===== config.mk =====
export PLATFORM = sky130hd
export DESIGN_NAME = cfc_regs
export DESIGN_NICKNAME = d
export VERILOG_FILES = /design/src/pkg/cfc_pkg.sv /design/src/rtl/cfc_regs.sv
export SDC_FILE = /design/constraint.sdc
export NUM_CORES = 1
export LEC_CHECK = 0
export BUFFER_PORTS_ARGS = -buffer_cell sky130_fd_sc_hd__buf_2
export CAP_MARGIN = 5
export CORE_ASPECT_RATIO = 1.1
export CORE_MARGIN = 3
export CORE_UTILIZATION = 49
export CTS_CLUSTER_SIZE = 20
export DETAILED_ROUTE_END_ITERATION = 8
export GPL_TIMING_DRIVEN = 1
export PLACE_DENSITY_LB_ADDON = 0.3
export SETUP_SLACK_MARGIN = 0.5
export SYNTH_ARGS = -nofsm -noshare
export SYNTH_HDL_FRONTEND = slang
export SYNTH_SLANG_ARGS = --single-unit

===== constraint.sdc =====
create_clock -name clock_i -period 2.4 [get_ports clock_i]
set_input_delay 0.24 -clock clock_i [delete_from_list [all_inputs] [get_ports clock_i]]
set_output_delay 0.24 -clock clock_i [all_outputs]
set_load 0.1 [all_outputs]

===== src/pkg/cfc_pkg.sv =====
// cfc_pkg: register map, field layout, reset values and state codes of the
// contactless front-end calibration register bank.
// assumes an AXI4-Lite master with 32-bit data; registers sit at 4 x index.
package cfc_pkg;

	// register indices; byte address is four times the index
	localparam logic [6:0] IDX_BITGRID = 7'h4E;
	localparam logic [6:0] IDX_PREPROC = 7'h4F;
	localparam logic [6:0] IDX_DET_CTL = 7'h50;
	localparam logic [6:0] IDX_IQ_RES = 7'h51;
	localparam logic [6:0] IDX_CAL_STAT = 7'h53;
	localparam logic [6:0] IDX_SUPPLY = 7'h54;
	localparam logic [6:0] IDX_REG_RDBK = 7'h56;
	localparam logic [6:0] IDX_FREQ = 7'h59;
	localparam logic [6:0] IDX_STRENGTH = 7'h5A;
	localparam logic [6:0] IDX_INTERP = 7'h5C;
	localparam logic [6:0] IDX_NOV_CAL = 7'h5D;

	// writable field masks
	localparam logic [31:0] BITGRID_MASK = 32'h00FF_FFFF;
	localparam logic [31:0] PREPROC_MASK = 32'h0000_03FF;
	localparam logic [31:0] DET_CTL_MASK = 32'h40FF_FFFF;
	localparam logic [31:0] SUPPLY_MASK = 32'h0000_00FF;
	localparam logic [31:0] NOV_CAL_MASK = 32'h0000_0003;

	// reset values
	localparam logic [23:0] BITGRID_RST = 24'h00_0000;
	localparam logic [9:0] PREPROC_RST = 10'h27C;
	localparam logic [7:0] SUPPLY_RST = 8'h00;

	// field positions
	localparam int DET_STORE_BIT = 30;
	localparam int DET_HYST_LSB = 16;
	localparam int PRE_FREEZE_BIT = 8;
	localparam int STAT_DET_BIT = 31;
	localparam int STAT_NOV_BIT = 0;

	// nonvolatile configuration locations
	localparam logic [15:0] NV_TARGET_ADDR = 16'h03E0;
	localparam logic [15:0] NV_HYST_ADDR = 16'h03E2;

	// AXI responses
	localparam logic [1:0] RESP_OKAY = 2'h0;
	localparam logic [1:0] RESP_SLVERR = 2'h2;

	typedef enum logic [1:0] {
		ST_IDLE = 2'b00,
		ST_CAL = 2'b01,
		ST_NV_TGT = 2'b10,
		ST_NV_HYS = 2'b11
	} cfc_state_e;

endpackage : cfc_pkg


===== src/rtl/cfc_regs.sv =====
// cfc_regs: AXI4-Lite register bank of the contactless front-end calibration
// and measurement registers, with the card-detect calibration sequencer.
// assumes every status input comes from logic on clock_i (no synchronisers).
//
// Overview of operation
// - control write starts calibration with target, hysteresis
// - bit30 set stores values to nonvolatile instead
// - status bit31 detect done, bit0 offset done
// - successful calibration presents Q high, I low
// - supply setting drives regulator unless power control
// - supply read returns actual present setting
// - readback: current 23:8 mA, voltage code 7:0
// - carrier frequency delta, phase, valid flag readback
// - strength, attenuation, valid, freq-ok, frozen readback
// - phase freeze bit holds phase rotator value
// - window start/stop, combiner mode, sync input select
// - bit-grid filter window, rate, thresholds, delay
// - offset calibrate register write runs calibration, store
//
// Decided for this implementation: the AXI4-Lite slave port.
`timescale 1ns/1ns
module cfc_regs #(
	parameter int ADDR_W = 9
) (
	// clock and reset
	input wire logic clock_i,
	input wire logic sys_rst_i,
	// AXI4-Lite slave
	input wire logic [ADDR_W-1:0] s_axi_awaddr_i,
	input wire logic s_axi_awvalid_i,
	output logic s_axi_awready_o,
	input wire logic [31:0] s_axi_wdata_i,
	input wire logic [3:0] s_axi_wstrb_i,
	input wire logic s_axi_wvalid_i,
	output logic s_axi_wready_o,
	output logic [1:0] s_axi_bresp_o,
	output logic s_axi_bvalid_o,
	input wire logic s_axi_bready_i,
	input wire logic [ADDR_W-1:0] s_axi_araddr_i,
	input wire logic s_axi_arvalid_i,
	output logic s_axi_arready_o,
	output logic [31:0] s_axi_rdata_o,
	output logic [1:0] s_axi_rresp_o,
	output logic s_axi_rvalid_o,
	input wire logic s_axi_rready_i,
	// bit-grid adaptive filter settings
	output logic [3:0] threshold_half_window_o,
	output logic [3:0] threshold_update_rate_o,
	output logic [5:0] threshold_factor_min_o,
	output logic [5:0] threshold_factor_max_o,
	output logic [3:0] bitgrid_align_delay_o,
	// pre-processing
	output logic [2:0] window_start_o,
	output logic [3:0] window_stop_o,
	output logic combiner_mode_select_o,
	output logic sync_input_select_o,
	input wire logic [8:0] rotator_phase_i,
	output logic [8:0] rotator_phase_o,
	// low power card detect calibration engine
	output logic low_power_card_detect_cal_start_o,
	output logic [15:0] strength_target_o,
	output logic [7:0] strength_hysteresis_o,
	input wire logic cal_done_i,
	input wire logic cal_ok_i,
	input wire logic [15:0] inphase_value_i,
	input wire logic [15:0] quadrature_value_i,
	// nonvolatile configuration write port
	output logic nv_req_o,
	output logic [15:0] nv_addr_o,
	output logic [15:0] nv_data_o,
	input wire logic nv_ack_i,
	// transmitter offset calibration
	output logic tx_offset_calib_start_o,
	output logic [1:0] tx_offset_calib_trigger_o,
	input wire logic tx_offset_calib_end_i,
	// transmitter supply regulator
	input wire logic dynamic_power_control_en_i,
	input wire logic [7:0] dynamic_power_control_setting_i,
	output logic [7:0] tx_supply_setting_o,
	input wire logic [15:0] tx_current_measured_i,
	input wire logic [7:0] tx_supply_readback_i,
	// carrier measurement
	input wire logic freq_fields_valid_i,
	input wire logic [8:0] carrier_freq_delta_i,
	input wire logic [8:0] carrier_phase_i,
	input wire logic [13:0] strength_value_i,
	input wire logic [5:0] latched_attenuation_i,
	input wire logic strength_fields_valid_i,
	input wire logic carrier_freq_good_i,
	input wire logic strength_not_updating_i,
	input wire logic [31:0] interpolated_strength_value_i
);

	// ----------------------------------------------------------------
	// state
	// ----------------------------------------------------------------
	typedef struct packed {
		logic [23:0] bitgrid;
		logic [9:0] preproc;
		logic det_store;
		logic [7:0] hyst;
		logic [15:0] target;
		logic [31:0] iq;
		logic det_done;
		logic nov_done;
		logic nov_busy;
		logic nov_start;
		logic [1:0] nov_trig;
		logic [7:0] supply_cfg;
		logic [7:0] supply_out;
		logic [8:0] rot_phase;
		cfc_pkg::cfc_state_e fsm;
		logic cal_start;
		logic nv_req;
		logic [15:0] nv_addr;
		logic [15:0] nv_data;
		logic aw_full;
		logic [6:0] aw_idx;
		logic w_full;
		logic [31:0] wdata;
		logic [3:0] wstrb;
		logic awready;
		logic wready;
		logic bvalid;
		logic [1:0] bresp;
		logic arready;
		logic rvalid;
		logic [31:0] rdata;
		logic [1:0] rresp;
	} cfc_state_s;
	cfc_state_s st_r;
	cfc_state_s st_nxt;
	logic wr_fire;
	logic ar_fire;
	logic [6:0] ar_idx;
	logic [31:0] wr_val;
	function automatic logic [31:0] cfc_merge(input logic [31:0] old_v,
			input logic [31:0] new_v, input logic [3:0] strb,
			input logic [31:0] mask);
		logic [31:0] res;
		res = old_v;
		for (int b = 0; b < 4; b++) begin
			if (strb[b]) begin
				res[b*8 +: 8] = new_v[b*8 +: 8];
			end
		end
		cfc_merge = res & mask;
	endfunction : cfc_merge
	// the write is applied once both address and data are held
	assign wr_fire = st_r.aw_full && st_r.w_full && !st_r.bvalid;
	assign ar_fire = s_axi_arvalid_i && st_r.arready;
	assign ar_idx = s_axi_araddr_i[8:2];

	// ----------------------------------------------------------------
	// next state
	// ----------------------------------------------------------------
	always_comb begin
		st_nxt = st_r;
		wr_val = 32'h0000_0000;
		st_nxt.cal_start = 1'b0;
		st_nxt.nov_start = 1'b0;
		// write channel capture, either order
		if (s_axi_awvalid_i && st_r.awready) begin
			st_nxt.aw_full = 1'b1;
			st_nxt.aw_idx = s_axi_awaddr_i[8:2];
		end
		if (s_axi_wvalid_i && st_r.wready) begin
			st_nxt.w_full = 1'b1;
			st_nxt.wdata = s_axi_wdata_i;
			st_nxt.wstrb = s_axi_wstrb_i;
		end
		if (st_r.bvalid && s_axi_bready_i) st_nxt.bvalid = 1'b0;
		if (wr_fire) begin
			st_nxt.aw_full = 1'b0;
			st_nxt.w_full = 1'b0;
			st_nxt.bvalid = 1'b1;
			st_nxt.bresp = cfc_pkg::RESP_OKAY;
			case (st_r.aw_idx)
				cfc_pkg::IDX_BITGRID: begin
					wr_val = cfc_merge({8'h00, st_r.bitgrid}, st_r.wdata, st_r.wstrb,
						cfc_pkg::BITGRID_MASK);
					st_nxt.bitgrid = wr_val[23:0];
				end
				cfc_pkg::IDX_PREPROC: begin
					wr_val = cfc_merge({22'h00_0000, st_r.preproc}, st_r.wdata, st_r.wstrb,
						cfc_pkg::PREPROC_MASK);
					st_nxt.preproc = wr_val[9:0];
				end
				cfc_pkg::IDX_DET_CTL: begin
					wr_val = cfc_merge({1'b0, st_r.det_store, 6'h00, st_r.hyst, st_r.target},
						st_r.wdata, st_r.wstrb, cfc_pkg::DET_CTL_MASK);
					st_nxt.det_store = wr_val[cfc_pkg::DET_STORE_BIT];
					st_nxt.hyst = wr_val[23:16];
					st_nxt.target = wr_val[15:0];
					// a new request is refused while the sequencer is busy
					if (st_r.fsm == cfc_pkg::ST_IDLE) begin
						if (wr_val[cfc_pkg::DET_STORE_BIT]) begin
							st_nxt.fsm = cfc_pkg::ST_NV_TGT;
							st_nxt.nv_req = 1'b1;
							st_nxt.nv_addr = cfc_pkg::NV_TARGET_ADDR;
							st_nxt.nv_data = wr_val[15:0];
						end else begin
							st_nxt.fsm = cfc_pkg::ST_CAL;
							st_nxt.cal_start = 1'b1;
							st_nxt.det_done = 1'b0;
						end
					end
				end
				cfc_pkg::IDX_SUPPLY: begin
					wr_val = cfc_merge({24'h00_0000, st_r.supply_cfg}, st_r.wdata, st_r.wstrb,
						cfc_pkg::SUPPLY_MASK);
					st_nxt.supply_cfg = wr_val[7:0];
				end
				cfc_pkg::IDX_NOV_CAL: begin
					wr_val = cfc_merge({30'h0000_0000, st_r.nov_trig}, st_r.wdata, st_r.wstrb,
						cfc_pkg::NOV_CAL_MASK);
					st_nxt.nov_trig = wr_val[1:0];
					if (!st_r.nov_busy) begin
						st_nxt.nov_start = 1'b1;
						st_nxt.nov_busy = 1'b1;
						st_nxt.nov_done = 1'b0;
					end
				end
				// read-only: write ignored, answered OKAY
				cfc_pkg::IDX_IQ_RES, cfc_pkg::IDX_CAL_STAT, cfc_pkg::IDX_REG_RDBK,
				cfc_pkg::IDX_FREQ, cfc_pkg::IDX_STRENGTH, cfc_pkg::IDX_INTERP: ;
				default: begin
					st_nxt.bresp = cfc_pkg::RESP_SLVERR;
				end
			endcase
		end
		// detect calibration and nonvolatile store sequencer
		case (st_r.fsm)
			cfc_pkg::ST_IDLE: ;
			cfc_pkg::ST_CAL: begin
				if (cal_done_i) begin
					st_nxt.det_done = 1'b1;
					if (cal_ok_i) st_nxt.iq = {quadrature_value_i, inphase_value_i};
					st_nxt.fsm = cfc_pkg::ST_IDLE;
				end
			end
			cfc_pkg::ST_NV_TGT: begin
				if (nv_ack_i) begin
					st_nxt.nv_addr = cfc_pkg::NV_HYST_ADDR;
					st_nxt.nv_data = {8'h00, st_r.hyst};
					st_nxt.fsm = cfc_pkg::ST_NV_HYS;
				end
			end
			cfc_pkg::ST_NV_HYS: begin
				if (nv_ack_i) begin
					st_nxt.nv_req = 1'b0;
					st_nxt.fsm = cfc_pkg::ST_IDLE;
				end
			end
			default: begin
				st_nxt.fsm = cfc_pkg::ST_IDLE;
				st_nxt.nv_req = 1'b0;
			end
		endcase
		// completion needs nov_busy already set, so an end in the same cycle as the register write is lost
		if (st_r.nov_busy && tx_offset_calib_end_i) begin
			st_nxt.nov_done = 1'b1;
			st_nxt.nov_busy = 1'b0;
		end
		// power control overrides the written setting
		st_nxt.supply_out = dynamic_power_control_en_i ?
			dynamic_power_control_setting_i : st_r.supply_cfg;
		if (!st_r.preproc[cfc_pkg::PRE_FREEZE_BIT]) st_nxt.rot_phase = rotator_phase_i;
		// read channel
		if (st_r.rvalid && s_axi_rready_i) st_nxt.rvalid = 1'b0;
		if (ar_fire) begin
			st_nxt.rvalid = 1'b1;
			st_nxt.rresp = cfc_pkg::RESP_OKAY;
			st_nxt.rdata = 32'h0000_0000;
			case (ar_idx)
				cfc_pkg::IDX_BITGRID: st_nxt.rdata = {8'h00, st_r.bitgrid};
				cfc_pkg::IDX_PREPROC: st_nxt.rdata = {22'h00_0000, st_r.preproc};
				cfc_pkg::IDX_DET_CTL: begin
					st_nxt.rdata = {1'b0, st_r.det_store, 6'h00, st_r.hyst, st_r.target};
				end
				cfc_pkg::IDX_IQ_RES: st_nxt.rdata = st_r.iq;
				cfc_pkg::IDX_CAL_STAT: begin
					st_nxt.rdata[cfc_pkg::STAT_DET_BIT] = st_r.det_done;
					st_nxt.rdata[cfc_pkg::STAT_NOV_BIT] = st_r.nov_done;
				end
				cfc_pkg::IDX_SUPPLY: st_nxt.rdata = {24'h00_0000, st_r.supply_out};
				cfc_pkg::IDX_REG_RDBK: begin
					st_nxt.rdata = {8'h00, tx_current_measured_i, tx_supply_readback_i};
				end
				cfc_pkg::IDX_FREQ: begin
					st_nxt.rdata = {freq_fields_valid_i, 6'h00, carrier_freq_delta_i,
						7'h00, carrier_phase_i};
				end
				cfc_pkg::IDX_STRENGTH: begin
					st_nxt.rdata = {9'h000, strength_not_updating_i, carrier_freq_good_i,
						strength_fields_valid_i, latched_attenuation_i,
						strength_value_i};
				end
				cfc_pkg::IDX_INTERP: st_nxt.rdata = interpolated_strength_value_i;
				cfc_pkg::IDX_NOV_CAL: st_nxt.rdata = {30'h0000_0000, st_r.nov_trig};
				default: st_nxt.rresp = cfc_pkg::RESP_SLVERR;
			endcase
		end
		st_nxt.awready = !st_nxt.aw_full && !st_nxt.bvalid;
		st_nxt.wready = !st_nxt.w_full && !st_nxt.bvalid;
		st_nxt.arready = !st_nxt.rvalid;
	end

	always_ff @(posedge clock_i) begin
		if (sys_rst_i) begin
			st_r <= '0;
			st_r.bitgrid <= cfc_pkg::BITGRID_RST;
			st_r.preproc <= cfc_pkg::PREPROC_RST;
			st_r.supply_cfg <= cfc_pkg::SUPPLY_RST;
			st_r.supply_out <= cfc_pkg::SUPPLY_RST;
			st_r.fsm <= cfc_pkg::ST_IDLE;
		end else begin
			st_r <= st_nxt;
		end
	end

	// ----------------------------------------------------------------
	// outputs
	// ----------------------------------------------------------------
	assign s_axi_awready_o = st_r.awready;
	assign s_axi_wready_o = st_r.wready;
	assign s_axi_bresp_o = st_r.bresp;
	assign s_axi_bvalid_o = st_r.bvalid;
	assign s_axi_arready_o = st_r.arready;
	assign s_axi_rdata_o = st_r.rdata;
	assign s_axi_rresp_o = st_r.rresp;
	assign s_axi_rvalid_o = st_r.rvalid;
	assign threshold_half_window_o = st_r.bitgrid[23:20];
	assign threshold_update_rate_o = st_r.bitgrid[19:16];
	assign threshold_factor_min_o = st_r.bitgrid[15:10];
	assign threshold_factor_max_o = st_r.bitgrid[9:4];
	assign bitgrid_align_delay_o = st_r.bitgrid[3:0];
	assign window_start_o = st_r.preproc[2:0];
	assign window_stop_o = st_r.preproc[6:3];
	assign combiner_mode_select_o = st_r.preproc[7];
	assign sync_input_select_o = st_r.preproc[9];
	assign rotator_phase_o = st_r.rot_phase;
	assign low_power_card_detect_cal_start_o = st_r.cal_start;
	assign strength_target_o = st_r.target;
	assign strength_hysteresis_o = st_r.hyst;
	assign nv_req_o = st_r.nv_req;
	assign nv_addr_o = st_r.nv_addr;
	assign nv_data_o = st_r.nv_data;
	assign tx_offset_calib_start_o = st_r.nov_start;
	assign tx_offset_calib_trigger_o = st_r.nov_trig;
	assign tx_supply_setting_o = st_r.supply_out;

	// ----------------------------------------------------------------
	// checks
	// ----------------------------------------------------------------
	chk_cal_start_pulse: assert property (@(posedge clock_i) disable iff (sys_rst_i)
		wr_fire && st_r.aw_idx == cfc_pkg::IDX_DET_CTL && st_r.fsm == cfc_pkg::ST_IDLE
		&& !wr_val[30] |=> low_power_card_detect_cal_start_o
		&& strength_target_o == $past(wr_val[15:0]) ##1 !low_power_card_detect_cal_start_o)
		else $error("calibration start not pulsed with written target");
	chk_nv_store_seq: assert property (@(posedge clock_i) disable iff (sys_rst_i)
		wr_fire && st_r.aw_idx == cfc_pkg::IDX_DET_CTL && st_r.fsm == cfc_pkg::ST_IDLE
		&& wr_val[30] |=> nv_req_o && nv_addr_o == 16'h03E0 && !low_power_card_detect_cal_start_o)
		else $error("store request missing or wrong address");
	chk_nv_hyst_addr: assert property (@(posedge clock_i) disable iff (sys_rst_i)
		st_r.fsm == cfc_pkg::ST_NV_TGT && nv_ack_i |=> nv_req_o && nv_addr_o == 16'h03E2
		&& nv_data_o[7:0] == strength_hysteresis_o)
		else $error("hysteresis store step wrong");
	chk_done_flag: assert property (@(posedge clock_i) disable iff (sys_rst_i)
		st_r.fsm == cfc_pkg::ST_CAL && cal_done_i |=> st_r.det_done && st_r.fsm == cfc_pkg::ST_IDLE)
		else $error("detect done flag not set on completion");
	chk_iq_capture: assert property (@(posedge clock_i) disable iff (sys_rst_i)
		st_r.fsm == cfc_pkg::ST_CAL && cal_done_i && cal_ok_i
		|=> st_r.iq == {$past(quadrature_value_i), $past(inphase_value_i)})
		else $error("iq result not captured");
	chk_supply_mux: assert property (@(posedge clock_i) disable iff (sys_rst_i)
		##1 tx_supply_setting_o == ($past(dynamic_power_control_en_i) ?
		$past(dynamic_power_control_setting_i) : $past(st_r.supply_cfg)))
		else $error("supply setting not selected correctly");
	chk_supply_read: assert property (@(posedge clock_i) disable iff (sys_rst_i)
		ar_fire && ar_idx == cfc_pkg::IDX_SUPPLY |=> s_axi_rvalid_o
		&& s_axi_rdata_o == {24'h00_0000, $past(tx_supply_setting_o)})
		else $error("supply read does not show actual setting");
	chk_freeze_hold: assert property (@(posedge clock_i) disable iff (sys_rst_i)
		st_r.preproc[8] |=> $stable(rotator_phase_o))
		else $error("rotator moved while frozen");
	chk_offset_start: assert property (@(posedge clock_i) disable iff (sys_rst_i)
		wr_fire && st_r.aw_idx == cfc_pkg::IDX_NOV_CAL && !st_r.nov_busy
		|=> tx_offset_calib_start_o && !st_r.nov_done)
		else $error("offset calibration not started");
	chk_reserved_zero: assert property (@(posedge clock_i) disable iff (sys_rst_i)
		ar_fire && ar_idx == cfc_pkg::IDX_PREPROC |=> s_axi_rdata_o[31:10] == 22'h00_0000)
		else $error("reserved bits read nonzero");

endmodule : cfc_regs


==> metrics.cfg <==
[pwr]
p_leak_nw=6.04
ir_drop_v=0.000564
p_per_area_nw_per_um2=619

[grt]
track_usage=0.300
antenna_found_initial=1
grt_overflow=0
grt_pass1_vias=10200
grt_max_degree=146
grt_pass1_wl_um=57700

[cells_and_area]
fin_util=0.632
nNetsFinal=1826
layout_commonest_cell=buf_2
drive_above_1_share=0.307
stdcell_area_um2=14100
fin_cells=1930
n_fill_cell=1947
syn_to_final_growth_pct=26.0
final_cell_mix=buf_2, nand2_1, dfxtp_1

[worst_setup_path]
crit_required_ns=2.78
cp_cell_sequence=or4_4 > nor4_4 > buf_6 > mux2_2 > nand2_1 > a21oi_1
rrSetupSlack_ns=0.46
cp_max_fo=5
startpoint_type=flip-flop
critical-path-max-stage-delay_ns=0.56
cp.arrival_ns=2.32
cpMaxStageDelayCell=or4_4
critPathCaptureType=flip-flop
worstSetupPathType=reg -> reg

[route]
drt-initial-drc-count=879
totalWireLength_um=39200
drc=0
ant_nets=0
avgRoutedWirePerCell_um=20.3
drtPass1Iterations=5
num_vias=10700
vias_per_cell=5.56

[logic_synthesis]
synth-edff-count=0
syn_avg_cell_area_um2=8.39
synthArstFlopShare=0
syn_inst=1330
ys_warn_count=0
ys_types=64
ys_seq_area_frac=0.422
synthFlopType=dfxtp_1
ys_ff_latch=235
syn-cell-area_um2=11200

[clock_tree]
path_clk_slew_ns=0.06
clock-root-buffer=clkbuf_16
clkLatencyLatePin_ns=0.52
tritoncts=built
htreeDepth=1
cts_buffer_depth=3
cts_buffers=25
clock_sinks=235

[die]
io_pins=365
die_area_um2=24600
core_um2=22300
die_h_um=164
start_util=0.502
die_x_um=150
rows=57

[place]
routabilityCongestion=0.968
dp_hpwl_um=28700
port_buffers=351
place_inst=1790
placed_area_um2=12300

[sta]
min_period_over_period=0.808
worstMarginPinSlew_ns=0.814
slew_viol_final=0
rsz0062_at_grt=yes
fin_hold_ws_ns=0.0206
tns_ns=0
fmax_mhz=516
hold_viol_final=0
skew_ns=0.00674
final-setup-viol-count=0
slew_headroom=0.457
period_minus_slack_ns=1.94

[flow_run]
maxCapViolations=0

[outcome]
status=complete, no violations

[hold_path]
min-delay-path-class=in -> reg

[worst max-delay path, delay by kind of cell (launching register included)]
family | cells | cell delay (ns)
and+or+nand+nor | 3 | 0.89
AOI/OAI and AO/OA | 1 | 0.06
muxes | 1 | 0.33
buffers and inverters | 1 | 0.19
DFF | 1 | 0.32
[cells by family after synthesis]
family | share of synthesized area
buffers and inverters | 0.131
muxes | 0.0942
other | 0.000336
xor gates and xnor gates | 0.00157
DFF | 0.422
and+or+nand+nor | 0.188
AOI/OAI and AO/OA | 0.164
[area by class of cell]
| cell class | count | area (µm²) | share of cell area |
|---|---|---|---|
| Clock inverter | 9 | 98.8 | 0.00703 |
| Sequential cell | 235 | 4720 | 0.336 |
| Inverter | 7 | 26.3 | 0.00187 |
| Timing Repair Buffer | 484 | 2990 | 0.213 |
| Tap cell | 295 | 369 | 0.0262 |
| Multi-Input combinational cell | 860 | 5150 | 0.366 |
| Clock buffer | 37 | 701 | 0.0498 |
| Antenna cell | 3 | 7.51 | 0.000534 |
[path summary, 6_finish.rpt]
path	startpoint	end	cells after the start
worst max register to register	st_r[80]	nv_data_o[6]	6
worst max-delay path	st_r[80]	nv_data_o[6]	6
worst min-delay path	s_axi_wdata_i[17]	st_r[62]	3
worst min register to register	s_axi_rdata_o[25]	s_axi_rdata_o[25]	2
[repair_timing]
action	in CTS	in global routing
hold buffers	85	0
pin swaps	2	2
setup endpoints to repair	46	97
cloned	1	1
endpoints found under the hold margin	85	0
resized for setup	11	17
setup buffers	1	3
[cells in the mapped netlist, types with 3 or more instances]
| cell type | n | area share |
|---|---|---|
| a211o_1 | 5 | 0.0039 |
| a211oi_1 | 7 | 0.0047 |
| a21oi_1 | 130 | 0.058 |
| a221oi_1 | 18 | 0.014 |
| a222oi_1 | 8 | 0.0072 |
| a22o_1 | 10 | 0.0078 |
| a22oi_1 | 42 | 0.028 |
| a31oi_1 | 3 | 0.0017 |
| a32oi_1 | 7 | 0.0055 |
| a41o_1 | 3 | 0.0027 |
| and2_1 | 18 | 0.010 |
| and3_1 | 5 | 0.0028 |
| buf_1 | 7 | 0.0024 |
| buf_2 | 14 | 0.0063 |
| buf_4 | 142 | 0.096 |
| buf_6 | 3 | 0.0030 |
| clkbuf_1 | 64 | 0.022 |
| dfxtp_1 | 235 | 0.42 |
| inv_1 | 7 | 0.0024 |
| mux2_2 | 24 | 0.024 |
| mux2i_1 | 78 | 0.070 |
| nand2_1 | 252 | 0.085 |
| nand2b_1 | 7 | 0.0039 |
| nand3_1 | 23 | 0.010 |
| nand3b_1 | 3 | 0.0020 |
| nand4_1 | 3 | 0.0017 |
| nor2_1 | 109 | 0.037 |
| nor2b_1 | 7 | 0.0039 |
| nor3_1 | 13 | 0.0058 |
| nor3b_1 | 5 | 0.0034 |
| nor4_1 | 5 | 0.0028 |
| o21ai_0 | 20 | 0.0090 |
| o221ai_1 | 3 | 0.0024 |
| o22ai_1 | 4 | 0.0022 |
| or2_2 | 4 | 0.0022 |
[registers in the layout (all words and copies together), names as in the netlist, 2 cells and up]
register and count:
strength_hysteresis_o 8, s_axi_rdata_o 32, st_r 85, threshold_half_window_o 4, threshold_update_rate_o 4, bitgrid_align_delay_o 4
tx_supply_setting_o 8, nv_data_o 16, rotator_phase_o 9, window_stop_o 4, threshold_factor_max_o 6, nv_addr_o 16
window_start_o 3, threshold_factor_min_o 6, tx_offset_calib_trigger_o 2, strength_target_o 16
[metrics by stage]
step / power [mW] / setup WS [ns]
final: 8.70 / 0.460
after global routing: 8.97 / 0.416
after CTS: 8.73 / 0.452
after detailed placement: 4.86 / 0.0794
after global placement: 4.85 / 0.132
after floorplan: 4.56 / 0.433
[power breakdown]
part / switching [mW] / total (mW) / internal [mW]
combinational: 0.533 / 0.890 / 0.357
sequential: 0.0642 / 4.02 / 3.95
clock: 1.56 / 3.79 / 2.23
[metal layers]
| metal | share of wire | wire length (µm) | track usage |
|---|---|---|---|
| met1 | 0.39 | 15400 | 0.370 |
| met2 | 0.47 | 18400 | 0.505 |
| met3 | 0.087 | 3400 | 0.0563 |
| met4 | 0.050 | 1970 | 0.141 |
| met5 | 0 | 0 | 0 |
No activity file was read; power rests on OpenSTA's default activity.
